$ cat src/adc_scan_pkg.sv
// Constants for the analog-input scan and control block
package adc_scan_pkg;

    // Register indices; byte address is four times the index
    localparam logic [3:0] IDX_CONV_START  = 4'h0;
    localparam logic [3:0] IDX_RANGE_SET   = 4'h2;
    localparam logic [3:0] IDX_SCAN_RANGE  = 4'h4;
    localparam logic [3:0] IDX_CTRL_STAT   = 4'h6;
    localparam logic [3:0] IDX_CLEAR       = 4'h8;
    localparam int         ADDR_SHIFT      = 2;

    // Scan range register fields
    localparam int FIRST_LSB = 0;
    localparam int LAST_LSB  = 8;

    // Range setting register fields
    localparam int GAIN_LSB  = 0;
    localparam int UNI_BIT   = 4;
    localparam int DIFF_BIT  = 5;

    // Control/status register fields
    localparam int MODE_LSB  = 0;
    localparam int CLKSEL_BIT = 3;
    localparam int TRSRC_BIT = 4;
    localparam int EDGE_BIT  = 6;
    localparam int CAL_BIT   = 7;
    localparam int TCF_BIT   = 14;
    localparam int TRGF_BIT  = 15;

    // Clear register fields
    localparam int FLUSH_IN_BIT  = 11;
    localparam int FLUSH_OUT_BIT = 15;

    // Sample word fields
    localparam int DATA_W    = 12;
    localparam int CHAN_LSB  = 12;
    localparam int FLAG_BIT  = 15;

    // Reset values
    localparam logic [15:0] ZERO16 = 16'h0000;
    localparam logic [3:0]  CHAN0  = 4'h0;

    // Internal pacer
    localparam int PACER_DIV_DEFAULT = 100;

    // Acquisition modes
    typedef enum logic [2:0] {
        MODE_SINGLE = 3'b000,
        MODE_PACER  = 3'b001,
        MODE_POST   = 3'b010,
        MODE_DELAY  = 3'b011,
        MODE_ABOUT  = 3'b100
    } acq_mode_e;

endpackage : adc_scan_pkg

$ cat src/adc_scan_sequencer_control.sv
// Analog-input scan sequencer, control/status and clear registers on APB
////////////////////////////////////////////////////////////////////////////
// How it works
// - Start bits 3:0, stop bits 11:8
// - Scan register write reloads current channel
// - Each trigger advances; after stop, restart
// - Channel numbers wrap from fifteen to zero
// - Start field addresses per-channel settings memory
// - Differential even pairs odd; even settings apply
// - Differential even channel skips its odd partner
// - Three-bit mode selects single through about
// - Clock select: internal pacer or pin
// - Trigger select: digital pin or analog
// - Edge bit: rising when 0, falling 1
// - Calibration bit reroutes inputs 0,2,4,6
// - Terminal-count flag bit 14; write 1 sets
// - Trigger flag bit 15; write 1 sets
// - Any low-byte clear write clears interrupt
// - Clear bit 11 written 0 flushes input
// - Clear bit 15 written 0 flushes output
// - Single mode: start write converts once
// - Sample word flag marks post-trigger samples
module adc_scan_sequencer_control
    import adc_scan_pkg::*;
#(
    parameter int NCH       = 16,
    parameter int PACER_DIV = PACER_DIV_DEFAULT
) (
    input  wire logic        pclk,                       // Bus clock
    input  wire logic        presetn,                    // Async reset, low
    input  wire logic        psel,                       // APB select
    input  wire logic        penable,                    // APB access phase
    input  wire logic        pwrite,                     // APB direction
    input  wire logic [7:0]  paddr,                      // APB byte address
    input  wire logic [31:0] pwdata,                     // APB write data
    input  wire logic [3:0]  pstrb,                      // APB byte strobes
    output logic      [31:0] prdata,                     // APB read data
    output logic             pready,                     // APB ready
    output logic             pslverr,                    // APB error
    input  wire logic        external_sample_clock_pin,  // Pin, async
    input  wire logic        digital_trigger_pin,        // Pin, async
    input  wire logic        analog_trigger_pin,         // Comparator, async
    input  wire logic        dma_terminal_count,         // DMA counter pulse
    input  wire logic        conv_done,                  // Converter result
    input  wire logic [11:0] conv_data,                  // Converter value
    output logic             conversion_start,           // One-cycle pulse
    output logic      [3:0]  mux_pos_chan,               // Positive input
    output logic      [3:0]  mux_neg_chan,               // Negative input
    output logic             mux_differential,           // Pair in use
    output logic      [2:0]  gain_code,                  // Gain for channel
    output logic             unipolar,                   // Polarity
    output logic             calibration_routing,        // Cal wiring on
    output logic             flush_sample_fifo,          // One-cycle pulse
    output logic             flush_output_fifo,          // One-cycle pulse
    output logic             irq_clear,                  // One-cycle pulse
    output logic             sample_valid,               // One-cycle pulse
    output logic      [15:0] sample_word,                // Data+chan+flag
    output logic             scan_setup_error            // Bad diff pairing
);

    ////////////////////////////////////////////////////////////////////////
    // Register state

    logic [3:0]     scan_first_channel_r;   // Scan start
    logic [3:0]     scan_last_channel_r;    // Scan stop
    logic [3:0]     cur_chan_r;             // Channel for next conversion
    logic [3:0]     next_chan;              // From the step logic
    logic [2:0]     acquisition_mode_select_r;
    logic           sample_clock_select_r;  // 0 pacer, 1 pin
    logic           trigger_source_select_r;
    logic           trigger_edge_select_r;
    logic           transfer_count_done_flag_r;
    logic           input_trigger_seen_flag_r;
    logic [2:0]     gain_mem_r [NCH];       // Per-channel gain
    logic [NCH-1:0] uni_mem_r;              // Per-channel polarity
    logic [NCH-1:0] diff_mem_r;             // Per-channel input type
    logic [3:0]     conv_chan_r;            // Channel of conversion in flight

    ////////////////////////////////////////////////////////////////////////
    // APB decode

    logic [3:0] idx;        // Register index of the access
    logic       setup_ph;   // Setup cycle
    logic       wr_go;      // Write takes effect now
    logic       mapped;     // Address hits a register

    // Map a byte address to an index; any stray low bits miss
    function automatic logic hit(input logic [7:0] a, input logic [3:0] i);
        hit = (a == {2'b00, i, 2'b00});
    endfunction : hit

    // Whether an address belongs to the register file
    always_comb begin
        idx      = paddr[ADDR_SHIFT +: 4];
        setup_ph = psel && !penable;
        wr_go    = psel && penable && pready && pwrite && !pslverr;
        mapped   = hit(paddr, IDX_CONV_START) || hit(paddr, IDX_RANGE_SET)
                || hit(paddr, IDX_SCAN_RANGE) || hit(paddr, IDX_CTRL_STAT)
                || hit(paddr, IDX_CLEAR);
    end

    // Ready and error answered one cycle after setup
    always_ff @(posedge pclk or negedge presetn) begin
        if (!presetn) begin
            pready  <= 1'b0;
            pslverr <= 1'b0;
        end else begin
            pready  <= setup_ph;
            pslverr <= setup_ph && !mapped;
        end
    end

    // Read data prepared during setup
    always_ff @(posedge pclk or negedge presetn) begin
        if (!presetn) begin
            prdata <= 32'h0000_0000;
        end else if (setup_ph && !pwrite) begin
            prdata <= 32'h0000_0000;
            if (hit(paddr, IDX_CTRL_STAT)) begin
                prdata[MODE_LSB +: 3] <= acquisition_mode_select_r;
                prdata[CLKSEL_BIT]    <= sample_clock_select_r;
                prdata[TRSRC_BIT]     <= trigger_source_select_r;
                prdata[EDGE_BIT]      <= trigger_edge_select_r;
                prdata[TCF_BIT]       <= transfer_count_done_flag_r;
                prdata[TRGF_BIT]      <= input_trigger_seen_flag_r;
            end else if (hit(paddr, IDX_CONV_START)) begin
                prdata[15:0] <= sample_word;
            end
        end
    end

    ////////////////////////////////////////////////////////////////////////
    // Pin synchronisers and edges

    logic [2:0] pin_s1;     // First stage, read only by second
    logic [2:0] pin_s2;     // Second stage
    logic [2:0] pin_s3;     // Delayed copy for edge detection

    // Two flops on every asynchronous input
    always_ff @(posedge pclk or negedge presetn) begin
        if (!presetn) begin
            pin_s1 <= 3'h0;
            pin_s2 <= 3'h0;
            pin_s3 <= 3'h0;
        end else begin
            pin_s1 <= {analog_trigger_pin, digital_trigger_pin,
                       external_sample_clock_pin};
            pin_s2 <= pin_s1;
            pin_s3 <= pin_s2;
        end
    end

    logic trig_lvl;     // Selected trigger source, synced
    logic trig_prev;
    logic trig_event;   // Selected edge seen
    logic ext_tick;     // Rising edge of external sample clock

    // Trigger source and edge selection
    always_comb begin
        trig_lvl  = trigger_source_select_r ? pin_s2[2] : pin_s2[1];
        trig_prev = trigger_source_select_r ? pin_s3[2] : pin_s3[1];
        trig_event = trigger_edge_select_r ? (trig_prev && !trig_lvl)
                                           : (!trig_prev && trig_lvl);
        ext_tick  = pin_s2[0] && !pin_s3[0];
    end

    ////////////////////////////////////////////////////////////////////////
    // Internal pacer

    localparam int PW = $clog2(PACER_DIV + 1);
    localparam logic [PW-1:0] PACER_LAST = PW'(PACER_DIV - 1);
    logic [PW-1:0] pacer_cnt_r;     // Divider count
    logic          pacer_tick_r;    // One-cycle enable

    // Divide the bus clock down to the pacer rate
    always_ff @(posedge pclk or negedge presetn) begin
        if (!presetn) begin
            pacer_cnt_r  <= '0;
            pacer_tick_r <= 1'b0;
        end else if (pacer_cnt_r == PACER_LAST) begin
            pacer_cnt_r  <= '0;
            pacer_tick_r <= 1'b1;
        end else begin
            pacer_cnt_r  <= pacer_cnt_r + PW'(1);
            pacer_tick_r <= 1'b0;
        end
    end

    ////////////////////////////////////////////////////////////////////////
    // Conversion trigger

    logic sample_tick;  // Selected sample clock
    logic start_wr;     // Write to the start register
    logic conv_go;      // Start a conversion now

    // Choose what starts a conversion in each mode
    always_comb begin
        sample_tick = sample_clock_select_r ? ext_tick : pacer_tick_r;
        start_wr    = wr_go && idx == IDX_CONV_START;
        case (acq_mode_e'(acquisition_mode_select_r))
            MODE_SINGLE: conv_go = start_wr;
            MODE_PACER:  conv_go = sample_tick;
            MODE_POST:   conv_go = sample_tick && input_trigger_seen_flag_r;
            MODE_DELAY:  conv_go = sample_tick && input_trigger_seen_flag_r;
            MODE_ABOUT:  conv_go = sample_tick;
            default:     conv_go = 1'b0;
        endcase
    end

    ////////////////////////////////////////////////////////////////////////
    // Scan range and sequencer

    // Scan range register
    always_ff @(posedge pclk or negedge presetn) begin
        if (!presetn) begin
            scan_first_channel_r <= CHAN0;
            scan_last_channel_r  <= CHAN0;
        end else if (wr_go && idx == IDX_SCAN_RANGE) begin
            scan_first_channel_r <= pwdata[FIRST_LSB +: 4];
            scan_last_channel_r  <= pwdata[LAST_LSB +: 4];
        end
    end

    scan_step #(
        .NCH (NCH)
    ) u_step (
        .cur_chan   (cur_chan_r),
        .first_chan (scan_first_channel_r),
        .last_chan  (scan_last_channel_r),
        .diff_map   (diff_mem_r),
        .next_chan  (next_chan)
    );

    // Current channel: a scan range write wins over a trigger
    always_ff @(posedge pclk or negedge presetn) begin
        if (!presetn) begin
            cur_chan_r <= CHAN0;
        end else if (wr_go && idx == IDX_SCAN_RANGE) begin
            cur_chan_r <= pwdata[FIRST_LSB +: 4];
        end else if (conv_go) begin
            cur_chan_r <= next_chan;
        end
    end

    ////////////////////////////////////////////////////////////////////////
    // Per-channel settings memory

    // Range write lands at the start-channel pointer
    always_ff @(posedge pclk or negedge presetn) begin
        if (!presetn) begin
            for (int i = 0; i < NCH; i++) begin
                gain_mem_r[i] <= 3'h0;
            end
            uni_mem_r  <= '0;
            diff_mem_r <= '0;
        end else if (wr_go && idx == IDX_RANGE_SET) begin
            gain_mem_r[scan_first_channel_r] <= pwdata[GAIN_LSB +: 3];
            uni_mem_r[scan_first_channel_r]  <= pwdata[UNI_BIT];
            diff_mem_r[scan_first_channel_r] <= pwdata[DIFF_BIT];
        end
    end

    logic [NCH/2-1:0] pair_bad;     // Single even with differential odd

    // Check each even/odd pair for the forbidden setup
    genvar gp;
    generate
        for (gp = 0; gp < NCH / 2; gp++) begin : g_pair
            assign pair_bad[gp] = !diff_mem_r[2*gp] && diff_mem_r[2*gp+1];
        end
    endgenerate

    ////////////////////////////////////////////////////////////////////////
    // Control/status register

    logic ctrl_wr;  // Write to control/status
    assign ctrl_wr = wr_go && idx == IDX_CTRL_STAT;

    // Mode, clock, trigger and calibration settings
    always_ff @(posedge pclk or negedge presetn) begin
        if (!presetn) begin
            acquisition_mode_select_r <= 3'h0;
            sample_clock_select_r     <= 1'b0;
            trigger_source_select_r   <= 1'b0;
            trigger_edge_select_r     <= 1'b0;
            calibration_routing       <= 1'b0;
        end else if (ctrl_wr) begin
            acquisition_mode_select_r <= pwdata[MODE_LSB +: 3];
            sample_clock_select_r     <= pwdata[CLKSEL_BIT];
            trigger_source_select_r   <= pwdata[TRSRC_BIT];
            trigger_edge_select_r     <= pwdata[EDGE_BIT];
            calibration_routing       <= pwdata[CAL_BIT];
        end
    end

    // Terminal-count flag: hardware or write 1 sets, write 0 clears
    always_ff @(posedge pclk or negedge presetn) begin
        if (!presetn) begin
            transfer_count_done_flag_r <= 1'b0;
        end else if (dma_terminal_count) begin
            transfer_count_done_flag_r <= 1'b1;
        end else if (ctrl_wr) begin
            transfer_count_done_flag_r <= pwdata[TCF_BIT];
        end
    end

    // Trigger flag: selected edge or write 1 sets; set beats clear
    always_ff @(posedge pclk or negedge presetn) begin
        if (!presetn) begin
            input_trigger_seen_flag_r <= 1'b0;
        end else if (trig_event) begin
            input_trigger_seen_flag_r <= 1'b1;
        end else if (ctrl_wr) begin
            input_trigger_seen_flag_r <= pwdata[TRGF_BIT];
        end
    end

    ////////////////////////////////////////////////////////////////////////
    // Clear register pulses

    logic clr_wr;   // Write to the clear register
    assign clr_wr = wr_go && idx == IDX_CLEAR;

    // One-cycle clear strobes
    always_ff @(posedge pclk or negedge presetn) begin
        if (!presetn) begin
            irq_clear         <= 1'b0;
            flush_sample_fifo <= 1'b0;
            flush_output_fifo <= 1'b0;
        end else begin
            irq_clear         <= clr_wr && pstrb[0];
            flush_sample_fifo <= clr_wr && pstrb[1]
                                 && !pwdata[FLUSH_IN_BIT];
            flush_output_fifo <= clr_wr && pstrb[1]
                                 && !pwdata[FLUSH_OUT_BIT];
        end
    end

    ////////////////////////////////////////////////////////////////////////
    // Multiplexer outputs and conversion start

    // Drive mux from current channel; pair uses even settings
    always_ff @(posedge pclk or negedge presetn) begin
        if (!presetn) begin
            mux_pos_chan     <= CHAN0;
            mux_neg_chan     <= CHAN0;
            mux_differential <= 1'b0;
            gain_code        <= 3'h0;
            unipolar         <= 1'b0;
            scan_setup_error <= 1'b0;
        end else begin
            if (diff_mem_r[cur_chan_r] && !cur_chan_r[0]) begin
                mux_pos_chan     <= cur_chan_r | 4'h1;
                mux_neg_chan     <= cur_chan_r;
                mux_differential <= 1'b1;
            end else begin
                mux_pos_chan     <= cur_chan_r;
                mux_neg_chan     <= cur_chan_r;
                mux_differential <= 1'b0;
            end
            gain_code        <= gain_mem_r[cur_chan_r];
            unipolar         <= uni_mem_r[cur_chan_r];
            scan_setup_error <= |pair_bad;
        end
    end

    // Start pulse and channel of the conversion in flight
    always_ff @(posedge pclk or negedge presetn) begin
        if (!presetn) begin
            conversion_start <= 1'b0;
            conv_chan_r      <= CHAN0;
        end else begin
            conversion_start <= conv_go;
            if (conv_go) begin
                conv_chan_r <= cur_chan_r;
            end
        end
    end

    ////////////////////////////////////////////////////////////////////////
    // Sample word assembly

    // Tag each result with channel and post-trigger flag
    always_ff @(posedge pclk or negedge presetn) begin
        if (!presetn) begin
            sample_word  <= ZERO16;
            sample_valid <= 1'b0;
        end else begin
            sample_valid <= conv_done;
            if (conv_done) begin
                sample_word[DATA_W-1:0]     <= conv_data;
                sample_word[CHAN_LSB +: 3]  <= conv_chan_r[2:0];
                sample_word[FLAG_BIT]       <= input_trigger_seen_flag_r;
            end
        end
    end

endmodule : adc_scan_sequencer_control

$ cat src/scan_step.sv
// Next-channel computation for the scan sequencer
module scan_step
    import adc_scan_pkg::*;
#(
    parameter int NCH = 16
) (
    input  wire logic [3:0]     cur_chan,      // Channel the next conversion start uses
    input  wire logic [3:0]     first_chan,    // Scan start
    input  wire logic [3:0]     last_chan,     // Scan stop
    input  wire logic [NCH-1:0] diff_map,      // Differential bit per channel
    output logic      [3:0]     next_chan      // Channel after cur_chan in the scan
);

    logic       pair_here;  // Current even channel is a differential pair
    logic [3:0] plus_one;   // Wraps naturally at 4 bits
    logic [3:0] plus_two;

    // Pick the following channel, skipping an odd partner
    always_comb begin
        plus_one  = cur_chan + 4'h1;
        plus_two  = cur_chan + 4'h2;
        pair_here = diff_map[cur_chan] && !cur_chan[0];
        if (cur_chan == last_chan) begin
            next_chan = first_chan;
        end else if (pair_here && plus_one == last_chan) begin
            next_chan = first_chan;
        end else if (pair_here) begin
            next_chan = plus_two;
        end else begin
            next_chan = plus_one;
        end
    end

endmodule : scan_step

$ cat config.mk
export PLATFORM = sky130hd
export DESIGN_NAME = adc_scan_sequencer_control
export DESIGN_NICKNAME = d
export VERILOG_FILES = /design/src/adc_scan_pkg.sv /design/src/adc_scan_sequencer_control.sv /design/src/scan_step.sv
export SDC_FILE = /design/constraint.sdc
export NUM_CORES = 1
export LEC_CHECK = 0
export ABC_CLOCK_PERIOD_IN_PS = 2000
export BUFFER_PORTS_ARGS = -buffer_cell sky130_fd_sc_hd__buf_2
export CAP_MARGIN = 20
export CORE_MARGIN = 1
export CORE_UTILIZATION = 30
export DETAILED_ROUTE_END_ITERATION = 10
export SLEW_MARGIN = 20
export SYNTH_ARGS = -nofsm -noshare
export SYNTH_HDL_FRONTEND = slang
export SYNTH_SLANG_ARGS = --single-unit
$ cat constraint.sdc
create_clock -name pclk -period 2 [get_ports pclk]
set_input_delay 0.5 -clock pclk [delete_from_list [all_inputs] [get_ports pclk]]
set_output_delay 0.5 -clock pclk [all_outputs]
set_load 0.005 [all_outputs]
## Word-level counts from Yosys, hierarchy flattened

Cells that the tools add are included.
Widths: inputs -> output; s select.

| word-level totals | value |
|---|---|
| register bits | 174 |
| bits of input ports | 66 |
| logic and storage cells | 176 |

| operators by class | value |
|---|---|
| bitwise operators | 2 |
| order comparisons | 6 |
| mux-type cells | 38 |
| reductions and logical operators | 63 |
| equality and inequality tests | 15 |
| $add $sub $neg | 3 |

Operators with widths:

| kind | count |
|---|---|
| $bwmux 48 | 1 |
| $bwmux 16 | 2 |
| $logic_and 1x1->1 | 32 |
| $mux 4 | 5 |
| $logic_not 1->1 | 18 |
| $eq 8x5->1 const B | 2 |
| $mux 1 | 16 |
| $mux 16 | 1 |
| $mux 7 | 2 |
| $bmux 3 s4 | 1 |
| $demux 3 s4 | 1 |
| $ge 5x5->1 const B | 2 |
| $lt 4x5->1 const B | 2 |
| $not 4->5 | 2 |
| $mux 3 | 3 |
| $bmux 1 s4 | 2 |
| $eq 4x3->1 const B | 2 |
| $eq 4x4->1 | 2 |
| $eq 8x4->1 const B | 1 |
| $eq 8x6->1 const B | 1 |
| $logic_not 8->1 | 1 |
| $reduce_or 8->1 | 1 |
| $add 7x1->7 const B | 1 |
| $eq 7x7->1 const B | 1 |
| other kinds (18) | 25 |

## Longest topological paths before layout

Gate-level depths: netlist of run 1.

| depth | value |
|---|---|
| depth after elaboration | 8 |
| mapped depth | 10 |
| gate-level depth less buffers | 8 |

## Modules after synthesis

From an unflattened synthesis of run 1, not the netlist that was laid out.

| second synthesis, totals | value |
|---|---|
| cell total of the unflattened synthesis | 590 |
| area, all modules | 7787.5 µm² |

Modules (own cells, without submodules):

| module | sequential area each (µm²) | cells each | times used | area an instance (µm²) |
|---|---|---|---|---|
| adc_scan_sequencer_control | 4279.1 | 538 | 1 | 7318.3 |
| scan_step | 0.0 | 52 | 1 | 469.2 |

## Worst setup path after synthesis of run 1

No wires, ideal clock.

| timing | value |
|---|---|
| path type | input to register |
| start point | input psel |
| end point | register diff_mem_r[1] |
| required time | 1.875 ns |
| stages | 7 |
| setup slack | -0.112 ns |
| data arrival time | 1.987 ns |
| buffers on the path | 0 |
| path through | nand4_1 -> or2_4 -> nor4_2 -> and2_1 -> nand2b_1 -> nor2_2 -> mux2_2 |

| between the ends | value |
|---|---|
| longest elaborated chain between the ends | 5 |

RTL lines:

| item | line | text |
|---|---|---|
| start, declared | adc_scan_sequencer_control.sv:31 | `input wire logic psel,` |
| $logic_and 1x1->1 (4 in a row) | adc_scan_sequencer_control.sv:96 | `wr_go = psel && penable && pready && pwrite && !pslverr;` |
| $logic_and 1x1->1 | adc_scan_sequencer_control.sv:256 | `end else if (wr_go && idx == IDX_RANGE_SET) begin` |
| end signal, assigned by index | adc_scan_sequencer_control.sv:259 | `diff_mem_r[scan_first_channel_r] <= pwdata[DIFF_BIT];` |
| end, declared | adc_scan_sequencer_control.sv:76 | `logic [NCH-1:0] diff_mem_r;` |

Every way passes these cells.
A chain may end at the register's enable or synchronous reset.

## Final worst setup path of run 1

| timing | value |
|---|---|
| start point | register cur_chan_r[0] |
| end point | register cur_chan_r[1] |

| between the ends | value |
|---|---|
| longest elaborated chain between the ends | 8 |

RTL lines:

| item | line | text |
|---|---|---|
| start, declared | adc_scan_sequencer_control.sv:66 | `logic [3:0] cur_chan_r;` |
| start signal, assigned | adc_scan_sequencer_control.sv:239 | `cur_chan_r <= pwdata[FIRST_LSB +: 4];` |
| start signal, assigned | adc_scan_sequencer_control.sv:241 | `cur_chan_r <= next_chan;` |
| $bmux 1 s4 | scan_step.sv:22 | `pair_here = diff_map[cur_chan] && !cur_chan[0];` |
| $mux 1 (implied by the code) | scan_step.sv:22 |  |
| $logic_and 1x1->1 (*) | scan_step.sv:22 |  |
| net u_step.pair_here | scan_step.sv:14 | `logic pair_here;` |
| $mux 4 / $logic_and 1x1->1 (equally long branches) | scan_step.sv:27, scan_step.sv:25 |  |
| $mux 4 (*) | scan_step.sv:25 | `end else if (pair_here && plus_one == last_chan) begin` |
| $mux 4 (*) | scan_step.sv:23 | `if (cur_chan == last_chan) begin` |
| $mux 4 (*) | adc_scan_sequencer_control.sv:240 | `end else if (conv_go) begin` |
| $mux 4 (*) | adc_scan_sequencer_control.sv:238 | `end else if (wr_go && idx == IDX_SCAN_RANGE) begin` |

Mark *: on every way through the listed nets, which the timed path passes. The rest lies on a longest branch. The select of a mux whose other input is x is not followed.

==> results of run 1 <==
## sequential cells by signal (all words and copies together), names as in the netlist, 3 cells and up
signal	cells
mux_neg_chan	4
pacer_cnt_r	7
prdata	16
gain_code	3
gain_mem_r	48
pin_s1	3
diff_mem_r	16
scan_first_channel_r	4
pin_s2	3
pin_s3	3
sample_word	16
scan_last_channel_r	4
uni_mem_r	16
cur_chan_r	4
acquisition_mode_select_r	3
conv_chan_r	3
## what timing repair did
action | 4_1_cts | 5_1_grt
pin swaps | 11 | 17
hold buffers | 1 | 0
setup endpoints to repair | 50 | 65
gates cloned | 0 | 1
hold endpoints to repair | 10 | 0
buffers inserted | 3 | 11
gates resized for setup | 8 | 73
## final cells by class
cell class | instances | share of cell area (%)
clock buffer | 22 | 4.59
clock inverter | 10 | 1.14
inverter | 16 | 0.594
multi-input combinational | 366 | 34.4
sequential | 171 | 42.3
tap | 330 | 4.08
timing repair buffer | 180 | 12.8
## cell usage after synthesis (4+ instances only)
cell type	instances
nand2_1	51
clkbuf_1	11
o21ai_0	8
mux2i_1	13
nand2b_1	12
inv_1	16
and3_1	4
xnor2_1	7
mux2_2	107
a21oi_1	7
buf_4	21
nor2_2	6
mux4_2	20
a221oi_1	9
nor2_1	34
dfrtp_1	171
buf_2	6
nand3_1	15
## per-stage QoR
step / hold WS (ps) / utilization [%] / power, mW / std cells / instance area [um^2]
detailed placement: 336 / 35.8 / 5.04 / 1048 / 9020
global route: 154 / 40.1 / 8.90 / 1095 / 10100
CTS: 158 / 38.4 / 8.37 / 1084 / 9680
finish: 171 / 40.1 / 8.55 / 1095 / 10100
global placement: 336 / 35.8 / 5.02 / 1048 / 9020
floorplan: 204 / - / 4.50 / 596 / 7800
## worst max-delay path by stage
stage	start	endpoint	slack, ps	cells after the start
global placement	psel	gain_mem_r[23]	-380	8
global route	cur_chan_r[0]	cur_chan_r[1]	-220	9
finish	cur_chan_r[0]	cur_chan_r[1]	-150	8
floorplan	psel	cur_chan_r[0]	-110	7
detailed placement	psel	uni_mem_r[8]	-400	8
CTS	cur_chan_r[0]	cur_chan_r[1]	-190	8
## worst max-delay path, stage by stage, from the launching register on
cell	delay (ps)
dfrtp_2	450
buf_12	160
mux2i_2	230
a22oi_1	130
and3_4	200
a31o_4	250
mux2_4	300
mux2i_1	120
o221ai_1	160
## per-layer routing
| metal | vias up | routed length, um | share of wire (%) |
|---|---|---|---|
| li1 | 2378 | - | - |
| met1 | 2671 | 8590 | 47 |
| met2 | 114 | 8590 | 47 |
| met3 | 14 | 890 | 4.9 |
| met4 | 0 | 153 | 0.84 |
| met5 | - | 0 | 0 |
## where the power goes
group	switching, mW	total [mW]	internal, mW
clock network	1.37	3.28	1.90
registers	0.107	3.72	3.61
logic	0.746	1.55	0.805
## cells by family (layout without fill, tap and decap cells)
family / Yosys count / after routing / share of synthesized area, %
compound gates: 46 / 46 / 4.46
fa+ha+maj: 3 / 3 / 0.489
buf+inv: 59 / 228 / 4.30
xor+xnor: 11 / 11 / 1.50
mux: 140 / 140 / 23.2
simple gates: 150 / 150 / 10.3
flops: 171 / 171 / 55.7
other cells: 1 / 16 / 0.0488
==> flow_metrics.py, run 1 <==
metrics = {
    "floorplanning": {
        "die_h_um": 162,
        "coreArea_um2": 25200,
        "die_area_um2": 26300,
        "row_count": 58,
        "die_w_um": 162,
        "io_pins": 136,
        "initial_core_util_pct": 30.5,
    },
    "global_routing": {
        "grtUsageMet2_pct": 22.4,
        "met3_usage_pct": 3.47,
        "grt_max_degree": 70,
        "grt_pass1_vias": 5215,
        "gr-usage-met1_pct": 19.6,
        "grt_pass1_wl_um": 28700,
        "grt_use_total_pct": 14.3,
        "overflow": 0,
        "antenna_found_initial": 0,
        "busiest_layer": "met2",
    },
    "place": {
        "dp_hpwl_um": 12300,
        "place_ws_ps": -399,
        "io_buffers": 99,
        "gp_congestion": 0.774,
    },
    "route": {
        "drt-total-wl_um": 18200,
        "first_pass_iters": 4,
        "num_vias": 5177,
        "wl_per_cell_um": 16.6,
        "drtIter0Drc": 263,
        "postRouteAntennaNets": 0,
        "vias_per_cell": 4.73,
        "drc": 0,
    },
    "timing": {
        "setup_total_negative_slack_ps": -494,
        "period_needed_ps": 2150,
        "timing.final.ws_setup_ps": -147,
        "report.final.slew_viol_count": 0,
        "post-route-period-util_pct": 107,
        "clock_skew_ps": 14.8,
        "max_freq_ghz": 0.466,
        "finalHoldViolCount": 0,
        "final-setup-viol-count": 9,
        "rsz0062_at_grt": "yes",
    },
    "setup_path": {
        "rr_startpoint": "cur_chan_r[0]",
        "reg2regPathDepth": 8,
        "cp_max_fo": 8,
        "cp_data_arrival_time_ps": 2440,
        "cp.required_ps": 2290,
        "reg2reg_setup_slack_ps": -150,
        "cp-end-kind": "flop",
        "crit_path_start_kind": "flop",
        "crit_type": "reg2reg",
        "r2r_end": "cur_chan_r[1]",
    },
    "logic_synthesis": {
        "synth.distinct_cells": 60,
        "syn-cell-area_um2": 7680,
        "synth.area.top_cells": "dfrtp_1 56%, mux2_2 16%, mux4_2 5.9%",
        "yosysWarnings": 0,
        "synth_enable_flop_cells": 0,
        "netlist.area_leader.share_pct": 55.7,
        "yosys_most_used_dff": "dfrtp_1",
        "synthArstFlopShare_pct": 100,
        "synth-seq-cells": 171,
        "ys_seq_area_share_pct": 55.7,
        "syn_area_per_cell_um2": 13.2,
        "syn-instance-count": 581,
        "synth_largest_area_cell": "dfrtp_1",
    },
    "hold_path": {
        "min_path_type": "in2reg",
        "hold_depth": 1,
        "hold_end": "pin_s1[0]",
        "worstHoldStart": "external_sample_clock_pin",
    },
    "power": {
        "p_per_area_nw_per_um2": 845,
        "max-vdd-ir-drop_uv": 553,
        "power.leakage_nw": 4.78,
    },
    "clocking": {
        "insertion_delay_ps": 430,
        "clk_pin_slew_worst_paths_ps": 70,
        "cts_sinks": 171,
        "cts_tree": "yes",
        "cts-root-buf": "clkbuf_16",
        "h-tree-depth": 4,
        "cts_buffers": 17,
        "clockBufferDepth": 2,
    },
    "layout": {
        "fillers": 2350,
        "layout.nets": 821,
        "seqCellArea_um2": 4280,
        "layout_common_cells": "170 x dfrtp_1, 98 x buf_2, 72 x mux2_2, 58 x buf_4, 48 x nand2_1",
        "layout_commonest_cell": "dfrtp_1",
        "drive_gt1_share_pct": 49.5,
        "multiInputGateArea_um2": 3480,
        "antennaDiodeCount": 0,
        "syn2layout_area_growth_pct": 31.6,
    },
    "run_status": {
        "outcome": "finished, violations left",
        "violations": "setup timing",
    },
    "run": {
        "cap_violations": 0,
    },
}
(Power assumes the default switching activity.)
==> inputs of run 2 (changes only) <==
CORE_MARGIN = default   (was 1)
SYNTH_HIERARCHICAL = 1   (was default)
==> run 2 against run 1 <==
Effect of this change: the run still ends with setup timing left; worst setup slack worse by 63 ps; sequential cell count did not move; sequential power is 3% lower; total power is 8.0% lower; design area fell by 1.7%; synthesized area is 1.4% higher; sequential share of layout area is 0.73 points higher; register-to-register slack worse by 60 ps; first-iteration DRC count rose by 30%; fmax shrank 2.9%; count of clock-buffer cells in the layout decreased by 5; combinational power decreased by 51%; critical endpoint is now cur_chan_r[2]; largest cell class unchanged; largest power group unchanged.
==> flow_metrics.py, run 2 <==
metrics = {
    "logic_synthesis": {
        "syn_area_per_cell_um2": 13.2,
        "ys_top_cells_by_count": "171 x dfrtp_1, 108 x mux2_2, 58 x nand2_1",
        "yosys_most_used_dff": "dfrtp_1",
        "synth_fa_ha_area_share_pct": 0.482,
        "yosysWarnings": 6,
        "synth.area.top_cells": "dfrtp_1 55%, mux2_2 16%, mux4_2 7.5%",
        "netlist.area_leader.share_pct": 54.9,
        "syn-cell-area_um2": 7790,
        "synthMuxAreaShare_pct": 24.9,
        "synth-seq-cells": 171,
        "synth_top_family_by_area": "multiplexers",
        "synth.distinct_cells": 59,
        "synth_enable_flop_cells": 0,
        "ys_seq_area_share_pct": 54.9,
        "synthArstFlopShare_pct": 100,
        "synthXorXnorAreaFrac_pct": 1.54,
        "synth_compound_area_share_pct": 4.39,
        "syn-instance-count": 590,
        "synth_largest_area_cell": "dfrtp_1",
        "synth-simple-area-share_pct": 9.87,
        "synth_most_common_cell": "dfrtp_1",
    },
    "route": {
        "drtIter0Drc": 341,
        "drt-total-wl_um": 18100,
        "wl_per_cell_um": 16.5,
        "num_vias": 5164,
        "vias_per_cell": 4.69,
        "drc": 0,
        "postRouteAntennaNets": 0,
        "first_pass_iters": 4,
    },
    "power": {
        "max-vdd-ir-drop_uv": 530,
        "p_per_area_nw_per_um2": 791,
        "power.leakage_nw": 4.81,
    },
    "clocking": {
        "cts-root-buf": "clkbuf_16",
        "cts_buffers": 17,
        "clk_pin_slew_worst_paths_ps": 80,
        "cts_tree": "yes",
        "insertion_delay_ps": 430,
        "clockBufferDepth": 2,
        "h-tree-depth": 4,
        "cts_sinks": 171,
    },
    "timing": {
        "rsz0062_at_grt": "yes",
        "final-setup-viol-count": 9,
        "relSlewSlack_pct": 61.5,
        "max_freq_ghz": 0.452,
        "finalHoldViolCount": 0,
        "period_needed_ps": 2210,
        "timing.final.ws_setup_ps": -210,
        "worstMarginPinSlew_ps": 577,
        "post-route-period-util_pct": 111,
        "clock_skew_ps": 11.1,
        "report.final.slew_viol_count": 0,
        "fin_hold_ws_ps": 167,
    },
    "global_routing": {
        "grt_pass1_vias": 5184,
        "grt_pass1_wl_um": 28800,
        "antenna_found_initial": 0,
        "grt_max_degree": 65,
        "grt_use_total_pct": 14.3,
        "overflow": 0,
    },
    "layout": {
        "multiInputGateArea_um2": 3320,
        "layout.nets": 828,
        "layout_common_cells": "169 x dfrtp_1, 107 x mux2_2, 98 x buf_2, 67 x buf_4, 58 x nand2_1",
        "regMostFlops": "gain_mem_r",
        "fillers": 2401,
        "largest_reg_flops": 48,
        "seqCellArea_um2": 4280,
        "syn2layout_area_growth_pct": 27.7,
        "antennaDiodeCount": 0,
        "layout_commonest_cell": "dfrtp_1",
        "drive_gt1_share_pct": 48.3,
    },
    "floorplanning": {
        "io_pins": 136,
        "coreArea_um2": 25300,
        "die_area_um2": 26600,
        "die_w_um": 163,
        "die_h_um": 163,
        "initial_core_util_pct": 30.7,
        "row_count": 58,
    },
    "setup_path": {
        "crit_path_top_delay_cell": "mux4_2",
        "path_cells": "mux4_2, o211ai_4, a21oi_2, a21o_4, buf_6, a211o_1, mux2i_1, a21oi_1",
        "cp_data_arrival_time_ps": 2520,
        "slowest_delay_ps": 560,
        "crit_type": "reg2reg",
        "cp-end-kind": "flop",
        "cp.required_ps": 2310,
        "crit_path_start_kind": "flop",
        "cp_max_fo": 7,
    },
    "run": {
        "cap_violations": 0,
    },
    "run_status": {
        "violations": "setup timing",
        "outcome": "finished, violations left",
    },
    "place": {
        "io_buffers": 99,
        "place_ws_ps": -290,
        "dp_hpwl_um": 12900,
        "gp_congestion": 0.784,
    },
    "hold_path": {
        "min_path_type": "in2reg",
    },
}
==> run 2: cell count changes after synthesis, sizes merged, moves of 6 or more <==
cell / delta
mux4: +6
nand2: +7
o21ai: +7
a221oi: -9
inv: -6
nand2b: -9
==> run 2: cell type report <==
type / count / share of cell area [%]
clock buffer: 17 / 4.28
clock inverter: 15 / 2.24
inverter: 10 / 0.378
multi-input combinational: 378 / 33.4
sequential: 171 / 43.1
tap: 330 / 4.15
timing repair buffer: 181 / 12.5
==> run 2: worst paths after layout <==
check / start / endpoint / slack, ps / cells after the start
setup reg to reg: cur_chan_r[0] / cur_chan_r[2] / -210 / 8
hold / removal: external_sample_clock_pin / pin_s1[0] / 170 / 1
min in group asynchronous: presetn / gain_code[2] / 430 / 2
max in group asynchronous: presetn / prdata[0] / 800 / 3
hold reg to reg: pin_s1[1] / pin_s2[1] / 350 / 0
setup / recovery: cur_chan_r[0] / cur_chan_r[2] / -210 / 8
==> run 2: routing by layer <==
| layer | vias to the layer above | share of wire, % | GRT usage [%] |
|---|---|---|---|
| li1 | 2417 | - | - |
| met3 | 17 | 3.8 | 3.22 |
| met1 | 2642 | 45 | 19.5 |
| met4 | 0 | 1.4 | 4.25 |
| met2 | 88 | 49 | 22.7 |
| met5 | - | 0 | 0 |
==> run 2: kinds of logic after synthesis <==
logic type | after synthesis
DFF | 171
and+or+nand+nor | 151
muxes | 147
buffers and inverters | 56
AOI/OAI and AO/OA | 49
xor gates and xnor gates | 12
adders and majority gates | 3
other | 1
==> run 2: worst max-delay path, delay by kind of cell (launching register included) <==
kind,cells,cell delay [ps]
compound gates,5,850
mux,2,690
flops,1,450
buf+inv,1,110
==> run 2: repair_timing <==
action                     CTS  global route
hold buffers                 1             0
gates resized for setup      9            12
setup buffers                6             3
pin swaps                    9             7
hold endpoints to repair     4             0
cloned                       1             0
setup endpoints to repair    9            12
==> run 2: per-stage QoR <==
step	utilization, %	cells	total power [mW]	instance area [um^2]	TNS (ps)
finish	39.3	1102	7.86	9940	-911
global placement	35.9	1059	4.33	9100	-8620
detailed placement	35.9	1059	4.34	9100	-10110
global route	39.3	1102	8.19	9940	-1720
CTS	39.0	1099	7.96	9870	-816
floorplan	-	605	4.04	7850	-541
==> run 2: report_power, final <==
group / total, mW / internal, mW / leakage [nW] / switching [mW]
logic: 0.767 / 0.383 / 2.20 / 0.384
registers: 3.59 / 3.53 / 2.30 / 0.0548
clock network: 3.51 / 1.94 / 0.312 / 1.57
total: 7.86 / 5.86 / 4.81 / 2.01
